--- config.mk ---
export PLATFORM = sky130hd
export DESIGN_NAME = apfm_aux_pin_mux
export DESIGN_NICKNAME = d
export VERILOG_FILES = /design/src/apfm_pkg.sv /design/src/apfm_sync_if.sv /design/src/apfm_start_retimer.sv /design/src/apfm_aux_pin_mux.sv
export SDC_FILE = /design/constraint.sdc
export NUM_CORES = 1
export LEC_CHECK = 0
export ABC_AREA = 1
export BUFFER_PORTS_ARGS = -buffer_cell sky130_fd_sc_hd__buf_2
export CAP_MARGIN = 20
export CORE_UTILIZATION = 51
export DETAILED_ROUTE_END_ITERATION = 16
export GPL_ROUTABILITY_DRIVEN = 0
export PLACE_DENSITY = 0.89
export SYNTH_ARGS = -nofsm -noshare
export SYNTH_HDL_FRONTEND = slang
export SYNTH_SLANG_ARGS = --single-unit
export TNS_END_PERCENT = 30
--- constraint.sdc ---
create_clock -name clk_in -period 2.1 [get_ports clk_in]
set_input_delay 0.42 -clock clk_in [delete_from_list [all_inputs] [get_ports clk_in]]
set_output_delay 0.42 -clock clk_in [all_outputs]
set_load 0.05 [all_outputs]
--- src/apfm_pkg.sv ---
// Package: register layout, field positions, reset values and timing for the aux pin mux
//------------------------------------------------------------
// Operation
// With the channel-to-pin enable set, the active channel number is shown on the four pins.
// The channel number is plain binary, pin 3 the most significant bit, sixteen values.
// With the enable cleared (its reset value) the channel number is not put on the pins.
// While continuous transmit is active, aux pin b carries the stream data clock.
// Aux pin b function 00 (reset) leaves the pin high impedance; 01 and 11 are reserved.
// Aux pin b function 10 makes the pin an external start input.
// Software selects start on pin b only together with sync output on pin a.
// In start mode the sync output is a copy of start retimed to the main clock.
// Start to sync output takes 3-4 edges at divide 2, 5-8 at divide 4, 9-16 at divide 8.
// Aux pin a function 00 (reset) keeps the pin high impedance.
// Aux pin a function 01 drives the pin as an active-low result-ready indicator.
// While ready is on pin a, the serial data pin stops signalling ready.
// Aux pin a function 10 drives the pin as the sync output; 11 is reserved.
// Any write to the configuration register resets filter, control logic and sequencer.
// In default sync mode a low sync input holds modulator, filter, control, sequencer in reset.
// Reserved bits 15 and 13 to 8 read as zero and ignore writes.
package apfm_pkg;

	localparam int          ADDR_W            = 8;
	localparam int          DATA_W            = 16;
	localparam logic [7:0]  PIN_FUNC_CFG_ADDR = 8'h68;
	localparam logic [15:0] PIN_FUNC_CFG_RST  = 16'h0004;
	localparam logic [15:0] PIN_FUNC_CFG_WMSK = 16'h40FF;

	localparam int          CH_TO_PINS_BIT    = 14;
	localparam int          AUX_B_FUNC_HI     = 7;
	localparam int          AUX_B_FUNC_LO     = 6;
	localparam int          AUX_A_FUNC_HI     = 5;
	localparam int          AUX_A_FUNC_LO     = 4;
	localparam int          SYNC_MODE_HI      = 3;
	localparam int          SYNC_MODE_LO      = 2;
	localparam int          DRIVE_BOOST_BIT   = 1;
	localparam int          READY_REL_BIT     = 0;

	localparam logic [1:0]  AUX_B_HIZ         = 2'h0;
	localparam logic [1:0]  AUX_B_START       = 2'h2;
	localparam logic [1:0]  AUX_A_HIZ         = 2'h0;
	localparam logic [1:0]  AUX_A_READY       = 2'h1;
	localparam logic [1:0]  AUX_A_SYNC        = 2'h2;
	localparam logic [1:0]  SYNC_MODE_DEFAULT = 2'h1;

	// Main clock divide select codes
	localparam logic [1:0]  DIV_BY_2          = 2'h0;
	localparam logic [1:0]  DIV_BY_4          = 2'h1;
	localparam logic [1:0]  DIV_BY_8          = 2'h2;
	localparam logic [3:0]  DIV2_TC           = 4'h1;
	localparam logic [3:0]  DIV4_TC           = 4'h3;
	localparam logic [3:0]  DIV8_TC           = 4'h7;
	localparam int          CH_W              = 4;

endpackage

--- src/apfm_sync_if.sv ---
// Interface: start-to-sync retimer signals between top and retimer
`timescale 1ns/1ps
interface apfm_sync_if;
	logic       start;
	logic [1:0] div_sel;
	logic       enable;
	logic       sync;

	modport ctrl (output start, output div_sel, output enable, input sync);
	modport retm (input start, input div_sel, input enable, output sync);
endinterface

--- src/apfm_start_retimer.sv ---
// Retimer of the start input onto divided main-clock phases
`timescale 1ns/1ps
module apfm_start_retimer
	import apfm_pkg::*;
(
	input  wire logic clk_in,
	input  wire logic rst_in,
	input  wire logic ce_in,
	apfm_sync_if.retm sif
);
	typedef struct packed {
		logic [3:0] phase;
		logic       s1;
		logic       sync;
	} apfm_rt_state_t;

	apfm_rt_state_t st_reg;
	apfm_rt_state_t st_next;

	function automatic logic [3:0] div_tc(input logic [1:0] sel);
		unique case (sel)
			DIV_BY_4: div_tc = DIV4_TC;
			DIV_BY_8: div_tc = DIV8_TC;
			default:  div_tc = DIV2_TC;
		endcase
	endfunction

	// Sample on a divided tick, output on the next tick: 3..4 / 5..8 / 9..16 edges
	// Next value is handed out so the pin register in the top is the last stage
	always_comb begin
		logic tick;
		tick    = 1'b0;
		st_next = st_reg;
		tick    = (st_reg.phase == div_tc(sif.div_sel));
		st_next.phase = tick ? 4'h0 : st_reg.phase + 4'h1;
		if (!sif.enable) begin
			st_next.s1   = 1'b0;
			st_next.sync = 1'b0;
		end else if (tick) begin
			st_next.s1   = sif.start;
			st_next.sync = st_reg.s1;
		end
	end

	always_ff @(posedge clk_in) begin
		if (rst_in) begin
			st_reg <= '0;
		end else if (ce_in) begin
			st_reg <= st_next;
		end
	end

	assign sif.sync = st_next.sync;
endmodule

--- src/apfm_aux_pin_mux.sv ---
// Top: pin function configuration register and auxiliary pin multiplexing
`timescale 1ns/1ps
module apfm_aux_pin_mux
	import apfm_pkg::*;
(
	input  wire logic              clk_in,
	input  wire logic              rst_in,
	input  wire logic              ce_in,
	input  wire logic [ADDR_W-1:0] addr_in,
	input  wire logic [DATA_W-1:0] wdata_in,
	input  wire logic              wr_in,
	input  wire logic              rd_in,
	output logic      [DATA_W-1:0] rdata_out,
	input  wire logic [CH_W-1:0]   active_channel_in,
	input  wire logic              cont_tx_in,
	input  wire logic              stream_data_clock_in,
	input  wire logic              ready_n_in,
	input  wire logic [1:0]        clk_div_sel_in,
	input  wire logic              sync_in_n_in,
	input  wire logic              aux_pin_b_in,
	output logic                   aux_pin_b_out,
	output logic                   aux_pin_b_oe_n_out,
	output logic                   aux_pin_a_out,
	output logic                   aux_pin_a_oe_n_out,
	output logic [CH_W-1:0]        gp_pins_out,
	output logic [CH_W-1:0]        gp_pins_oe_n_out,
	output logic                   sdo_ready_en_out,
	output logic                   output_drive_boost_out,
	output logic                   ready_release_select_out,
	output logic                   core_reset_out,
	output logic                   modulator_reset_out
);
	typedef struct packed {
		logic [DATA_W-1:0] cfg;
		logic [DATA_W-1:0] rdata;
		logic              b_out;
		logic              b_oe_n;
		logic              a_out;
		logic              a_oe_n;
		logic [CH_W-1:0]   gp;
		logic [CH_W-1:0]   gp_oe_n;
		logic              sdo_rdy;
		logic              core_rst;
		logic              mod_rst;
	} apfm_state_t;

	apfm_state_t st_reg;
	apfm_state_t st_next;
	apfm_sync_if sif ();

	//------------------------------------------------------------
	// Start retimer
	//------------------------------------------------------------
	apfm_start_retimer u_retimer (
		.clk_in (clk_in),
		.rst_in (rst_in),
		.ce_in  (ce_in),
		.sif    (sif)
	);

	always_comb begin
		logic [1:0] b_fn;
		logic [1:0] a_fn;
		logic       start_mode;
		b_fn       = st_reg.cfg[AUX_B_FUNC_HI:AUX_B_FUNC_LO];
		a_fn       = st_reg.cfg[AUX_A_FUNC_HI:AUX_A_FUNC_LO];
		start_mode = !cont_tx_in && (b_fn == AUX_B_START);
		sif.start   = aux_pin_b_in;
		sif.div_sel = clk_div_sel_in;
		sif.enable  = start_mode && (a_fn == AUX_A_SYNC);
	end

	//------------------------------------------------------------
	// Register and pin next state
	//------------------------------------------------------------
	always_comb begin
		logic [1:0] b_fn;
		logic [1:0] a_fn;
		logic       cfg_wr;
		b_fn    = st_reg.cfg[AUX_B_FUNC_HI:AUX_B_FUNC_LO];
		a_fn    = st_reg.cfg[AUX_A_FUNC_HI:AUX_A_FUNC_LO];
		cfg_wr  = wr_in && (addr_in == PIN_FUNC_CFG_ADDR);
		st_next = st_reg;
		if (cfg_wr) begin
			st_next.cfg = wdata_in & PIN_FUNC_CFG_WMSK;
		end
		st_next.rdata = (rd_in && addr_in == PIN_FUNC_CFG_ADDR) ? st_reg.cfg : '0;

		// Pin b: stream clock overrides field
		if (cont_tx_in) begin
			st_next.b_out  = stream_data_clock_in;
			st_next.b_oe_n = 1'b0;
		end else begin
			st_next.b_out  = 1'b0;
			st_next.b_oe_n = 1'b1;
		end

		unique case (a_fn)
			AUX_A_READY: begin
				st_next.a_out  = ready_n_in;
				st_next.a_oe_n = 1'b0;
			end
			AUX_A_SYNC: begin
				st_next.a_out  = sif.sync;
				st_next.a_oe_n = 1'b0;
			end
			default: begin
				st_next.a_out  = 1'b0;
				st_next.a_oe_n = 1'b1;
			end
		endcase
		st_next.sdo_rdy = (a_fn != AUX_A_READY);

		if (st_reg.cfg[CH_TO_PINS_BIT]) begin
			st_next.gp      = active_channel_in;
			st_next.gp_oe_n = '0;
		end else begin
			st_next.gp      = '0;
			st_next.gp_oe_n = '1;
		end

		st_next.mod_rst  = (st_reg.cfg[SYNC_MODE_HI:SYNC_MODE_LO] == SYNC_MODE_DEFAULT)
			&& !sync_in_n_in;
		st_next.core_rst = cfg_wr || st_next.mod_rst;
	end

	always_ff @(posedge clk_in) begin
		if (rst_in) begin
			st_reg         <= '0;
			st_reg.cfg     <= PIN_FUNC_CFG_RST;
			st_reg.b_oe_n  <= 1'b1;
			st_reg.a_oe_n  <= 1'b1;
			st_reg.gp_oe_n <= '1;
			st_reg.sdo_rdy <= 1'b1;
		end else if (ce_in) begin
			st_reg <= st_next;
		end
	end

	//------------------------------------------------------------
	// Outputs straight from flip-flops
	//------------------------------------------------------------
	assign rdata_out                = st_reg.rdata;
	assign aux_pin_b_out            = st_reg.b_out;
	assign aux_pin_b_oe_n_out       = st_reg.b_oe_n;
	assign aux_pin_a_out            = st_reg.a_out;
	assign aux_pin_a_oe_n_out       = st_reg.a_oe_n;
	assign gp_pins_out              = st_reg.gp;
	assign gp_pins_oe_n_out         = st_reg.gp_oe_n;
	assign sdo_ready_en_out         = st_reg.sdo_rdy;
	assign output_drive_boost_out   = st_reg.cfg[DRIVE_BOOST_BIT];
	assign ready_release_select_out = st_reg.cfg[READY_REL_BIT];
	assign core_reset_out           = st_reg.core_rst;
	assign modulator_reset_out      = st_reg.mod_rst;
endmodule

==> flow_summary.ini <==
[pwr]
p_per_area_nw_per_um2 = 638
power_leakage_nw = 0.841
power_frac_seq = 0.579
ir_worst_vdd_v = 0.000349
combPwrFrac = 0.140
internal-power_mw = 0.865
switchingPower_mw = 0.345
p_sw_frac = 0.285
pwr-share-clk = 0.280

[final_layout]
diodes = 0
largest_reg_flops = 9
regArea_sq_um = 721
fill_cells = 297
drive_gt1_frac = 0.368
area_growth_syn_to_layout_pct = 11.2
multi_input_area_sq_um = 724
fin_nets = 297
final_core_util = 0.611
layout.cells.non_filler = 297

[place]
post-place-ws_ps = 331
dp_hpwl_mm = 2.40
dp.cells = 290
portBuffers = 58

[floorplanning]
die_h_um = 59.8
num_rows = 20
pin_count = 73
core_sq_um = 3100
initial_core_util = 0.550
die_w_um = 59.8
die-area_sq_um = 3580

[timing]
fmax_ghz = 0.700
fin_worst_skew_ps = 8.56
relSlewSlack = 0.655
tns_ps = 0
rsz0062_at_grt = false
min_period_ps = 1430
final.setup.worst_slack_ps = 672
final-max-slew-violation-count = 0
final_hold_viol_count = 0
worstMarginPinSlew_ps = 517
setup_viol = 0
fin_crit_sh = 0.680

[clocking]
cts.path.max_buffers = 2
root_buffer = clkbuf_4
cts_tree = built
htree_levels = 2
clock_sinks = 36
hold_buffers = 0
cts_buffers = 5
cts_resized = 0
clk_pin_slew_worst_paths_ps = 100
post-cts-setup-buffers = 0
clk_latency_ps = 340

[route]
drtIter0Drc = 61
wire_per_inst_um = 11.0
first_pass_iters = 4
drc = 0
vias_per_cell = 4.90
wl_mm = 3.28
ant_nets = 0
vias = 1454

[yosys]
synth-seq-cells = 36
synth-seq-area-share = 0.423
ys.flop_type = dfxtp_1
yosysWarnings = 0
synthMostInstantiatedCell = dfxtp_1
netlist_area_sq_um = 1710
synth.top_cells.by_count = dfxtp_1, nand2_1, buf_4, nor2_1, a21oi_1
yosysTopAreaCellShare = 0.423
yosys-top-cells-area = dfxtp_1, buf_4, nand2_1
synth_area_leader_cell = dfxtp_1
synth_cell_types = 30
syn_avg_cell_area_sq_um = 7.97
postSynthCellCount = 214
synth_enable_flop_cells = 0
ys_async_sr_fraction = 0

[setup_path]
path_cells = buf_2
cp.arrival_ps = 1010
critical_path_buf_inv_count = 1
slowest_stage = dfxtp_1
worstSetupStartpointType = flop
crit_family = flip-flops
path_max_fanout = 5
cpPeakStageDelay_ps = 390
required_ps = 1680
critPathKind = flop to output pin
endpoint_kind = output pin

[global_route]
track_usage = 0.202
grt_remaining_overflow = 0
grt_max_degree = 29
first_global_vias = 1236
antenna_found_initial = 0
grt_pass1_wl_mm = 5.28

[worst_hold_path]
hp-class = input port to flop

[run]
cap_violations = 0

[run_status]
outcome = completed
## logic make-up after synthesis
logic type                 share of synthesized area
AOI/OAI and AO/OA                              0.154
DFF                                            0.423
and+or+nand+nor                                0.226
other                                        0.00220
buffers and inverters                          0.166
adders and majority gates                     0.0293
## worst paths after layout
check	slack (ps)	cells after the start	to	start
setup reg to reg	780	8	aux_pin_a_out	st_reg[35]
hold / removal	290	3	st_reg[33]	wdata_in[2]
setup / recovery	670	1	gp_pins_oe_n_out[0]	gp_pins_oe_n_out[2]
hold reg to reg	470	2	gp_pins_out[2]	gp_pins_out[2]
## cell type report
class                   count  share of cell area
repair buffers             59               0.157
clock buffers               6              0.0218
multi-input cells         137               0.382
well taps                  44              0.0290
clock inverters             1             0.00264
flip-flops and latches     36               0.380
inverters                  14              0.0277
## metrics by stage
step / area (sq um) / power, mW / hold slack [ps]
after detailed placement: 1850 / 0.888 / 454
after floorplan: 1730 / 0.853 / 445
after global placement: 1850 / 0.885 / 450
after global routing: 1900 / 1.28 / 299
final: 1900 / 1.21 / 287
after CTS: 1900 / 1.22 / 286
## layout by cell type, fill, tap and decap left out, types with 5 or more instances in the layout
master and count:
nor2_1 24, buf_2 58, a21oi_2 9, nand2_2 9, inv_1 8, o21ai_0 5, nand3_1 9, nand2_1 33
clkbuf_4 5, a21oi_1 12, conb_1 7, inv_2 5, dfxtp_1 36, o21ai_1 9
## power groups by stage
stage	registers [mW]	clock network (mW)	logic, mW
3_5_place_dp	0.717	0	0.171
2_1_floorplan	0.736	0	0.116
5_1_grt	0.703	0.386	0.186
3_3_place_gp	0.717	0	0.168
4_1_cts	0.701	0.343	0.171
6_report	0.701	0.339	0.170
## metal layers
layer  vias up  routed length [um]  track usage
met5         -                   0            0
met4         0                  51       0.0797
met3         5                 297       0.0649
met2        65                1530        0.341
met1       641                1400        0.236
li1        743                   -            -
## worst register-to-register path, delay by kind of cell (launching register included)
kind	cells	cell delay, ps
adder cells (fa/ha/maj)	1	140
AO/OA/AOI/OAI	1	120
buffers and inverters	1	100
AND/OR/NAND/NOR	5	550
flip-flops	1	350
Power figures use the tool's default switching activity.
